[src/include/faru_pkg.sv]
// Constants, register offsets and types for the fault alarm response unit.
// Assumes a single 40 MHz clock and a simple strobe register port.
// How it works
// RULE1: A voltage, frequency, temperature or light sensor alarm forces a chip reset.
// RULE2: The memory light detector or any fault-injection detector raises an exception.
// RULE3: Fault-injection inputs come from PC, SP, upper status word, cipher and arithmetic units.
// RULE4: On any reset all state of the unit returns to its defined reset value; a reset alarm clears only the exception status.
// RULE5: The source of the most recent reset is kept readable by software after restart.
// RULE6: Each raised exception leaves a readable indication of which detector caused it.
// RULE7: With inverse error correction enabled, a detected memory error raises an exception.
// RULE8: Outside factory test mode all sensors are enabled automatically.
// RULE9: Software writes cannot disable the sensors.
// RULE10: The reset or exception mapping of each alarm is fixed in hardware.
// RULE11: User, system and privileged modes each have their own stack limit check raising an exception.
// RULE12: The write high-voltage check only posts a readable flag, with no reset or exception.
// RULE13: Software selects at most one memory light detection function, and the unit honours it.
// RULE14: Memory read data with a single-bit error per byte is corrected automatically.
// RULE15: A program ROM parity error forces a chip reset.
// RULE16: The privileged mode group bit selects boot, test or contactless mode by hardware; the code takes these from boot_done and test_mode_fuse.
// RULE17: A reset alarm in the same cycle as an exception alarm wins and is recorded.
package faru_pkg;
	localparam int unsigned        ADDR_W          = 4;
	localparam logic [ADDR_W-1:0]  OFF_RST_CAUSE   = 4'h0;
	localparam logic [ADDR_W-1:0]  OFF_EXC_STATUS  = 4'h1;
	localparam logic [ADDR_W-1:0]  OFF_EXC_MASK    = 4'h2;
	localparam logic [ADDR_W-1:0]  OFF_CTRL        = 4'h3;
	localparam logic [ADDR_W-1:0]  OFF_SENSOR_EN   = 4'h4;
	localparam logic [ADDR_W-1:0]  OFF_HV_STATUS   = 4'h5;
	localparam logic [ADDR_W-1:0]  OFF_MODE        = 4'h6;
	// Reset cause bits
	localparam int unsigned        RC_W            = 6;
	localparam int unsigned        RC_VOLT         = 0;
	localparam int unsigned        RC_FREQ         = 1;
	localparam int unsigned        RC_TEMP         = 2;
	localparam int unsigned        RC_LIGHT        = 3;
	localparam int unsigned        RC_PARITY       = 4;
	localparam int unsigned        RC_POWERON      = 5;
	localparam logic [RC_W-1:0]    RC_RESET_VAL    = 6'h20;
	// Exception status bits
	localparam int unsigned        EX_W            = 11;
	localparam int unsigned        EX_MEM_LIGHT    = 0;
	localparam int unsigned        EX_FI_PC        = 1;
	localparam int unsigned        EX_FI_SP        = 2;
	localparam int unsigned        EX_FI_PSW       = 3;
	localparam int unsigned        EX_FI_CIPH      = 4;
	localparam int unsigned        EX_FI_ARITH     = 5;
	localparam int unsigned        EX_ECC          = 6;
	localparam int unsigned        EX_STK_USER     = 7;
	localparam int unsigned        EX_STK_SYS      = 8;
	localparam int unsigned        EX_STK_PRIV     = 9;
	localparam int unsigned        EX_ECC_CORR     = 10;
	localparam logic [EX_W-1:0]    EX_MASK_RESET   = 11'h7FF;
	// Control bits
	localparam int unsigned        CTRL_W          = 3;
	localparam int unsigned        CTRL_LD_SEL0    = 0;
	localparam int unsigned        CTRL_LD_SEL1    = 1;
	localparam int unsigned        CTRL_INV_ECC    = 2;
	localparam logic [CTRL_W-1:0]  CTRL_RESET_VAL  = 3'h0;
	localparam int unsigned        SENS_W          = 4;
	localparam logic [SENS_W-1:0]  SENS_ALL_ON     = 4'hF;
	// Chip reset pulse length
	localparam int unsigned        CLK_MHZ         = 40;
	localparam int unsigned        RST_PULSE_NS    = 100;
	localparam int unsigned        RST_PULSE_CYC   =
		(RST_PULSE_NS * CLK_MHZ + 999) / 1000;
	localparam int unsigned        CNT_W           = 3;
	typedef enum logic [1:0] {
		FARU_MODE_USER,
		FARU_MODE_SYS,
		FARU_MODE_PRIV
	} faru_mode_t;
	typedef enum logic [1:0] {
		FARU_PRIV_BOOT,
		FARU_PRIV_TEST,
		FARU_PRIV_CLESS
	} faru_priv_t;
endpackage : faru_pkg

[src/verilog/faru_top.sv]
// Fault alarm response unit: alarm collection, reset and exception issue.
// Assumes alarm pins are asynchronous and the register master never waits.
`timescale 1ns/10ps
module faru_top
	import faru_pkg::*;
(
	input  wire logic              clk,
	input  wire logic              rst,
	input  wire logic [3:0]        sensor_alarm,
	input  wire logic              mem_light_alarm_a,
	input  wire logic              mem_light_alarm_b,
	input  wire logic [4:0]        fault_inj,
	input  wire logic              rom_parity_err,
	input  wire logic              test_mode_fuse,
	input  wire logic              mode_user,
	input  wire logic              privileged_mode_group_bit,
	input  wire logic              boot_done,
	input  wire logic [7:0]        stack_ptr,
	input  wire logic [7:0]        stack_lim_user,
	input  wire logic [7:0]        stack_lim_sys,
	input  wire logic [7:0]        stack_lim_priv,
	input  wire logic              mem_rd_valid,
	input  wire logic [7:0]        mem_rd_data,
	input  wire logic [3:0]        mem_rd_chk,
	input  wire logic              hv_check_strobe,
	input  wire logic              hv_ok,
	input  wire logic [ADDR_W-1:0] reg_addr,
	input  wire logic [31:0]       reg_wdata,
	input  wire logic              reg_wr,
	input  wire logic              reg_rd,
	output logic [31:0]            reg_rdata,
	output logic                   chip_reset,
	output logic                   exc_req,
	output logic                   irq,
	output logic [SENS_W-1:0]      sensor_en,
	output logic [7:0]             mem_corr_data,
	output logic                   mem_corr_valid
);
	localparam int unsigned NA = 4 + 2 + 5 + 1;
	logic [NA-1:0] raw_in;
	logic [NA-1:0] s1_q, s2_q, s3_q;
	logic [NA-1:0] al_q;
	assign raw_in = {rom_parity_err, fault_inj, mem_light_alarm_b,
		mem_light_alarm_a, sensor_alarm};

	// Three-stage synchroniser; a change counts when stages two and three agree
	genvar gi;
	generate
		for (gi = 0; gi < NA; gi++) begin : g_sync
			always_ff @(posedge clk or posedge rst) begin
				if (rst) begin
					s1_q[gi] <= 1'b0;
					s2_q[gi] <= 1'b0;
					s3_q[gi] <= 1'b0;
					al_q[gi] <= 1'b0;
				end else begin
					s1_q[gi] <= raw_in[gi];
					s2_q[gi] <= s1_q[gi];
					s3_q[gi] <= s2_q[gi];
					if (s2_q[gi] == s3_q[gi]) al_q[gi] <= s3_q[gi];
				end
			end
		end
	endgenerate

	logic [CTRL_W-1:0] ctrl_q;
	logic [EX_W-1:0]   exc_stat_q, exc_mask_q, exc_ev;
	logic [RC_W-1:0]   rc_q, rc_ev;
	logic              hv_fail_q, hv_done_q;
	logic [CNT_W-1:0]  rst_cnt_q;
	logic              test_mode_q;
	faru_mode_t        mode;
	faru_priv_t        priv_q;
	logic              ld_sel;

	// Fixed alarm-to-response wiring, no software path alters it
	assign rc_ev[RC_VOLT]    = al_q[0] & sensor_en[0]; // RULE1 RULE10
	assign rc_ev[RC_FREQ]    = al_q[1] & sensor_en[1]; // RULE1 RULE10
	assign rc_ev[RC_TEMP]    = al_q[2] & sensor_en[2]; // RULE1 RULE10
	assign rc_ev[RC_LIGHT]   = al_q[3] & sensor_en[3]; // RULE1 RULE10
	assign rc_ev[RC_PARITY]  = al_q[11]; // RULE15
	assign rc_ev[RC_POWERON] = 1'b0;

	// Only one memory light detector is honoured; both bits set selects none
	assign ld_sel = (ctrl_q[CTRL_LD_SEL0] & ~ctrl_q[CTRL_LD_SEL1] & al_q[4])
		| (ctrl_q[CTRL_LD_SEL1] & ~ctrl_q[CTRL_LD_SEL0] & al_q[5]); // RULE13

	always_comb begin
		mode = FARU_MODE_SYS;
		if (privileged_mode_group_bit) mode = FARU_MODE_PRIV;
		else if (mode_user) mode = FARU_MODE_USER;
	end

	// Single-error correction per byte with a Hamming(12,8) check nibble
	logic [3:0] syn;
	logic [7:0] d;
	logic [7:0] fix;
	assign d = mem_rd_data;
	assign syn[0] = mem_rd_chk[0] ^ d[0] ^ d[1] ^ d[3] ^ d[4] ^ d[6];
	assign syn[1] = mem_rd_chk[1] ^ d[0] ^ d[2] ^ d[3] ^ d[5] ^ d[6];
	assign syn[2] = mem_rd_chk[2] ^ d[1] ^ d[2] ^ d[3] ^ d[7];
	assign syn[3] = mem_rd_chk[3] ^ d[4] ^ d[5] ^ d[6] ^ d[7];
	always_comb begin
		fix = 8'h00;
		case (syn)
			4'h3: fix = 8'h01;
			4'h5: fix = 8'h02;
			4'h6: fix = 8'h04;
			4'h7: fix = 8'h08;
			4'h9: fix = 8'h10;
			4'hA: fix = 8'h20;
			4'hB: fix = 8'h40;
			4'hC: fix = 8'h80;
			default: fix = 8'h00;
		endcase
	end

	always_comb begin
		exc_ev = '0;
		exc_ev[EX_MEM_LIGHT] = ld_sel; // RULE2
		exc_ev[EX_FI_PC]     = al_q[6]; // RULE2 RULE3
		exc_ev[EX_FI_SP]     = al_q[7]; // RULE3
		exc_ev[EX_FI_PSW]    = al_q[8]; // RULE3
		exc_ev[EX_FI_CIPH]   = al_q[9]; // RULE3
		exc_ev[EX_FI_ARITH]  = al_q[10]; // RULE3
		exc_ev[EX_ECC] = ctrl_q[CTRL_INV_ECC] & mem_rd_valid
			& (syn != 4'h0); // RULE7
		exc_ev[EX_ECC_CORR] = 1'b0;
		exc_ev[EX_STK_USER] = (mode == FARU_MODE_USER)
			& (stack_ptr >= stack_lim_user); // RULE11
		exc_ev[EX_STK_SYS] = (mode == FARU_MODE_SYS)
			& (stack_ptr >= stack_lim_sys); // RULE11
		exc_ev[EX_STK_PRIV] = (mode == FARU_MODE_PRIV)
			& (stack_ptr >= stack_lim_priv); // RULE11
	end

	// Corrected read data
	always_ff @(posedge clk or posedge rst) begin
		if (rst) begin
			mem_corr_data  <= 8'h00;
			mem_corr_valid <= 1'b0;
		end else begin
			mem_corr_data  <= mem_rd_data ^ fix; // RULE14
			mem_corr_valid <= mem_rd_valid;
		end
	end

	// Test fuse is caught when boot_done ends boot; test mode then holds until reset
	always_ff @(posedge clk or posedge rst) begin
		if (rst) begin
			test_mode_q <= 1'b0;
			priv_q      <= FARU_PRIV_BOOT;
		end else begin
			case (priv_q)
				FARU_PRIV_BOOT: begin
					if (boot_done) begin
						priv_q <= test_mode_fuse ? FARU_PRIV_TEST
							: FARU_PRIV_CLESS; // RULE16
						test_mode_q <= test_mode_fuse;
					end
				end
				default: priv_q <= priv_q;
			endcase
		end
	end

	// Sensors on in all modes but test; software has no write path
	always_ff @(posedge clk or posedge rst) begin
		if (rst) sensor_en <= SENS_ALL_ON;
		else sensor_en <= test_mode_q ? '0 : SENS_ALL_ON; // RULE8 RULE9
	end

	// Chip reset pulse; reset beats exceptions in the same cycle
	always_ff @(posedge clk or posedge rst) begin
		if (rst) begin
			rst_cnt_q  <= '0;
			chip_reset <= 1'b0;
		end else if (|rc_ev) begin
			rst_cnt_q  <= CNT_W'(RST_PULSE_CYC); // RULE1
			chip_reset <= 1'b1;
		end else if (rst_cnt_q != '0) begin
			rst_cnt_q  <= rst_cnt_q - 1'b1;
			chip_reset <= (rst_cnt_q != CNT_W'(1));
		end else begin
			chip_reset <= 1'b0;
		end
	end

	// Reset cause survives the chip reset pulse this unit issues
	always_ff @(posedge clk or posedge rst) begin
		if (rst) rc_q <= RC_RESET_VAL;
		else if (|rc_ev) rc_q <= rc_ev; // RULE5 RULE17
		else if (reg_rd && reg_addr == OFF_RST_CAUSE) rc_q <= '0;
	end

	// Exception status: set wins over read-clear; cleared in each cycle with a reset alarm
	always_ff @(posedge clk or posedge rst) begin
		if (rst) exc_stat_q <= '0; // RULE4
		else if (|rc_ev) exc_stat_q <= '0; // RULE17 RULE4
		else if (reg_rd && reg_addr == OFF_EXC_STATUS) exc_stat_q <= exc_ev;
		else exc_stat_q <= exc_stat_q | exc_ev; // RULE6
	end

	always_ff @(posedge clk or posedge rst) begin
		if (rst) begin
			exc_req <= 1'b0;
			irq     <= 1'b0;
		end else begin
			exc_req <= ~(|rc_ev) & (|exc_ev); // RULE2 RULE17
			irq     <= |(exc_stat_q & ~exc_mask_q);
		end
	end

	// High-voltage write check only posts a flag
	always_ff @(posedge clk or posedge rst) begin
		if (rst) begin
			hv_fail_q <= 1'b0;
			hv_done_q <= 1'b0;
		end else if (hv_check_strobe) begin
			hv_fail_q <= ~hv_ok; // RULE12
			hv_done_q <= 1'b1;
		end
	end

	// Register writes; the sensor enable word is read-only
	always_ff @(posedge clk or posedge rst) begin
		if (rst) begin
			ctrl_q     <= CTRL_RESET_VAL;
			exc_mask_q <= EX_MASK_RESET;
		end else if (reg_wr) begin
			if (reg_addr == OFF_CTRL) ctrl_q <= reg_wdata[CTRL_W-1:0];
			else if (reg_addr == OFF_EXC_MASK)
				exc_mask_q <= reg_wdata[EX_W-1:0];
		end
	end

	always_ff @(posedge clk or posedge rst) begin
		if (rst) reg_rdata <= 32'h0000_0000;
		else if (!reg_rd) reg_rdata <= 32'h0000_0000;
		else if (reg_addr == OFF_RST_CAUSE) reg_rdata <= 32'(rc_q);
		else if (reg_addr == OFF_EXC_STATUS) reg_rdata <= 32'(exc_stat_q);
		else if (reg_addr == OFF_EXC_MASK) reg_rdata <= 32'(exc_mask_q);
		else if (reg_addr == OFF_CTRL) reg_rdata <= 32'(ctrl_q);
		else if (reg_addr == OFF_SENSOR_EN) reg_rdata <= 32'(sensor_en);
		else if (reg_addr == OFF_HV_STATUS)
			reg_rdata <= {30'h0, hv_done_q, hv_fail_q};
		else if (reg_addr == OFF_MODE)
			reg_rdata <= {28'h0, priv_q, mode};
		else reg_rdata <= 32'h0000_0000;
	end
endmodule : faru_top

[config.mk]
export PLATFORM = sky130hd
export DESIGN_NAME = faru_top
export DESIGN_NICKNAME = d
export VERILOG_FILES = /design/src/include/faru_pkg.sv /design/src/verilog/faru_top.sv
export SDC_FILE = /design/constraint.sdc
export NUM_CORES = 1
export LEC_CHECK = 0
export CAP_MARGIN = 25
export CORE_MARGIN = 2
export CORE_UTILIZATION = 55
export DETAILED_ROUTE_END_ITERATION = 8
export DONT_BUFFER_PORTS = 1
export GPL_ROUTABILITY_DRIVEN = 1
export PLACE_DENSITY = 0.7
export SLEW_MARGIN = 20
export SYNTH_ARGS = -nofsm -noshare
export SYNTH_HDL_FRONTEND = slang
export SYNTH_SLANG_ARGS = --single-unit
[constraint.sdc]
create_clock -name clk -period 7.4 [get_ports clk]
set_input_delay 0.74 -clock clk [delete_from_list [all_inputs] [get_ports clk]]
set_output_delay 0.74 -clock clk [all_outputs]
set_load 0.005 [all_outputs]
==> metrics.txt <==
status=complete, no violations; fmax=0.4802 GHz; Final Power=0.001278 W; fin crit period=roughly 2.1 ns; drt wl/cell=15.87 um; commonest cells after routing, fill and taps aside=96 x dfrtp_1, 40 x inv_1, 34 x nor2_1; crit share post-route=0.2814; critical path, cell by cell=o41ai_1, nand2b_1, a31oi_1, a22o_1; TritonCTS Sinks=109; post-synth top area share=0.4839; DRT iter0 DRCs=120; RSZ-0062 raised after global routing=no; slowest CP cell=a31oi_1; Clk pwr share=0.287; vias in the first global route=2,940; R2R setup slack=5.32 ns; vias per inst=roughly 5.5; count of final hold-check violations=0; critical path required time=around 7.7 ns; area of the multi-input gates=between 1500 and 2000 um2; clk_lat worst skew=about 0.38 ns; Hold-fix buffers, CTS=0; PortBufs=0; initial antenna violation count=0; Buf/Inv on CP=0; worst reg2reg path depth=4; Top-Level Pins=151; Sw Pwr=0.0003744 W; register area share after synthesis=0.5527; startpoint types=register; largest net degree at the start of global routing=80; synth warn=0; Final setup viols=0; fill cell count=approximately 730; remaining antenna violation count=0; crit-path leading delay family=compound AO/OA/AOI/OAI gates; Max-slew headroom=0.5446; Critical Path AT=2.40 ns; Reg clk slew, reported paths=0.13 ns; CTS tree=done; Int Pwr=0.0009037 W; Mean Syn Cell Area=~12 um2; hpwl dp=6.382 mm; Inserted Diodes=0; first-pass GRT wire length=14.38 mm; Post-synth EDFFs=0; top post-synthesis cells by area=dfrtp_1 48%, dfstp_2 6.9%, ha_1 6.8%, buf_4 3.6%, mux2_2 3.2%; register area=2744 um2; DIE WIDTH=approximately 99 um; CP Class=reg -> reg; number of gates resized after cts=0; GRT overflow=0; Leak Pwr=2.413 nW; slowest stage delay, CP=~0.60 ns; clk_skew=~0.018 ns; Initial Util=0.5693; CTS root buf=clkbuf_8; Synth Cell Area=4965 um2; RR Endpoint=rc_q[3]$_DFFE_PP0P_; Syn Inst Count=431; Peak VDD IR=172.1 uV; share of cells above drive strength 1=0.1172; # rows=34; Max clock buf depth=2; Slew @ Worst Pin=0.6806 ns; final std cells w/o fill=543; layout net count=560; ys async rst share=1.000; Core Region=8721 um2; Yosys reg bits=109; total length of routed wires=about 8.6 mm; power density over cell area=approximately 250 nW/um2; TritonRoute pass-1 iters=4; Hold Path Class=in -> async; dominant cell type by area after synthesis=dfrtp_1; Residual DRC=0; synth unique cells=between 50 and 60; Die Area=9803 um2; Comb power frac=0.153; CP Max Fanout=16; setup_tns=0 ns; Die Span Y=99.01 um; Max-cap violations=0; switching share of power=0.2930; ys flop type=dfrtp_1; final RePlAce weighted congestion=0.8669; placed cell count=526; fin. max-slew vios=0; number of buffers created by CTS=9; H-Tree Level Count=3; most common cell after layout, fill and taps aside=dfrtp_1; overall global routing resource usage=0.1842; post-CTS setup buffer count=0; sequential share of power=0.559; Area Growth Syn to Fin=4.965%; CP endpoint kind=register; vias=2,985; reg-to-reg critical path startpoint=al_q[3]$_DFFE_PP0N_
cell usage after synthesis (8+ instances only):
library cell	count
nand2_1	15
maj3_1	12
o21ai_0	11
a21oi_1	25
buf_4	24
inv_1	41
dfrtp_1	96
ha_1	27
clkbuf_1	8
mux2_2	14
nor2_1	34
dfstp_2	13
xnor2_1	11
stage by stage:
stage          utilization  hold slack (ns)  instance area, um2  worst slack (ns)
3_3_place_gp        0.5694           0.3313                4966             5.006
5_1_grt             0.5976           0.2004                5211             5.095
2_1_floorplan            -           0.3312                5040             3.808
4_1_cts             0.5944           0.1859                5184             5.268
6_report            0.5976           0.1861                5211             5.318
3_5_place_dp        0.5694           0.3347                4966             4.992
final cells by class:
type | instances | share of cell area
Inverter | 41 | 0.03001
Timing Repair Buffer | 2 | 0.006723
Clock inverter | 7 | 0.01801
Tap cell | 108 | 0.02593
Sequential cell | 109 | 0.5265
Multi-Input combinational cell | 267 | 0.3690
Clock buffer | 9 | 0.02377
registers in the layout, indices dropped and copies added (netlist names), 3 cells and up:
register,flops
s2_q,12
exc_mask_q,11
ctrl_q,3
s3_q,12
s1_q,12
rst_cnt_q,3
mem_corr_data,8
al_q,12
rc_q,6
exc_stat_q,10
reg_rdata,11
worst max path at each step:
stage          cells after the start                    endpoint  slack, ns                start
2_1_floorplan                      1         al_q[0]$_DFFE_PP0N_       3.81                  rst
3_3_place_gp                       7           exc_req$_DFF_PP0_       5.01         stack_ptr[0]
3_5_place_dp                       5  mem_corr_data[1]$_DFF_PP0_       4.99       mem_rd_data[4]
4_1_cts                            4         rc_q[3]$_DFFE_PP0P_       5.27  al_q[3]$_DFFE_PP0N_
5_1_grt                            4         rc_q[1]$_DFFE_PP0P_       5.10  al_q[3]$_DFFE_PP0N_
6_report                           4         rc_q[3]$_DFFE_PP0P_       5.32  al_q[3]$_DFFE_PP0N_
layer usage:
| layer | vias to the layer above | GRT usage | wire length, um |
|---|---|---|---|
| met4 | 0 | 0.05269 | 151 |
| met5 | - | 0 | 0 |
| li1 | 1426 | - | - |
| met2 | 101 | 0.2859 | 4029 |
| met3 | 13 | 0.05674 | 556 |
| met1 | 1445 | 0.2530 | 3879 |
power groups by stage:
| stage | logic (W) | clock network (W) | registers, W |
|---|---|---|---|
| 5_1_grt | 0.000227 | 0.000397 | 0.000723 |
| 2_1_floorplan | 0.000174 | 0 | 0.000711 |
| 3_5_place_dp | 0.000195 | 0 | 0.000726 |
| 3_3_place_gp | 0.000186 | 0 | 0.000724 |
| 4_1_cts | 0.000196 | 0.000379 | 0.000715 |
| 6_report | 0.000196 | 0.000367 | 0.000715 |
worst reg2reg max path, stage by stage (launching register included):
cell	delay, ns
dfrtp_1	0.42
o41ai_1	0.38
nand2b_1	0.41
a31oi_1	0.60
a22o_1	0.21
kinds of logic (layout without fill, tap and decap cells):
logic type | Yosys count | after routing | synth area share
flops | 109 | 109 | 0.5527
simple gates | 93 | 93 | 0.09223
compound gates | 77 | 77 | 0.1011
buf+inv | 75 | 59 | 0.07510
fa+ha+maj | 39 | 39 | 0.09224
xor+xnor | 21 | 21 | 0.05015
mux | 16 | 16 | 0.03579
other cells | 1 | 21 | 0.0007553
No activity file was read; power rests on OpenSTA's default activity.
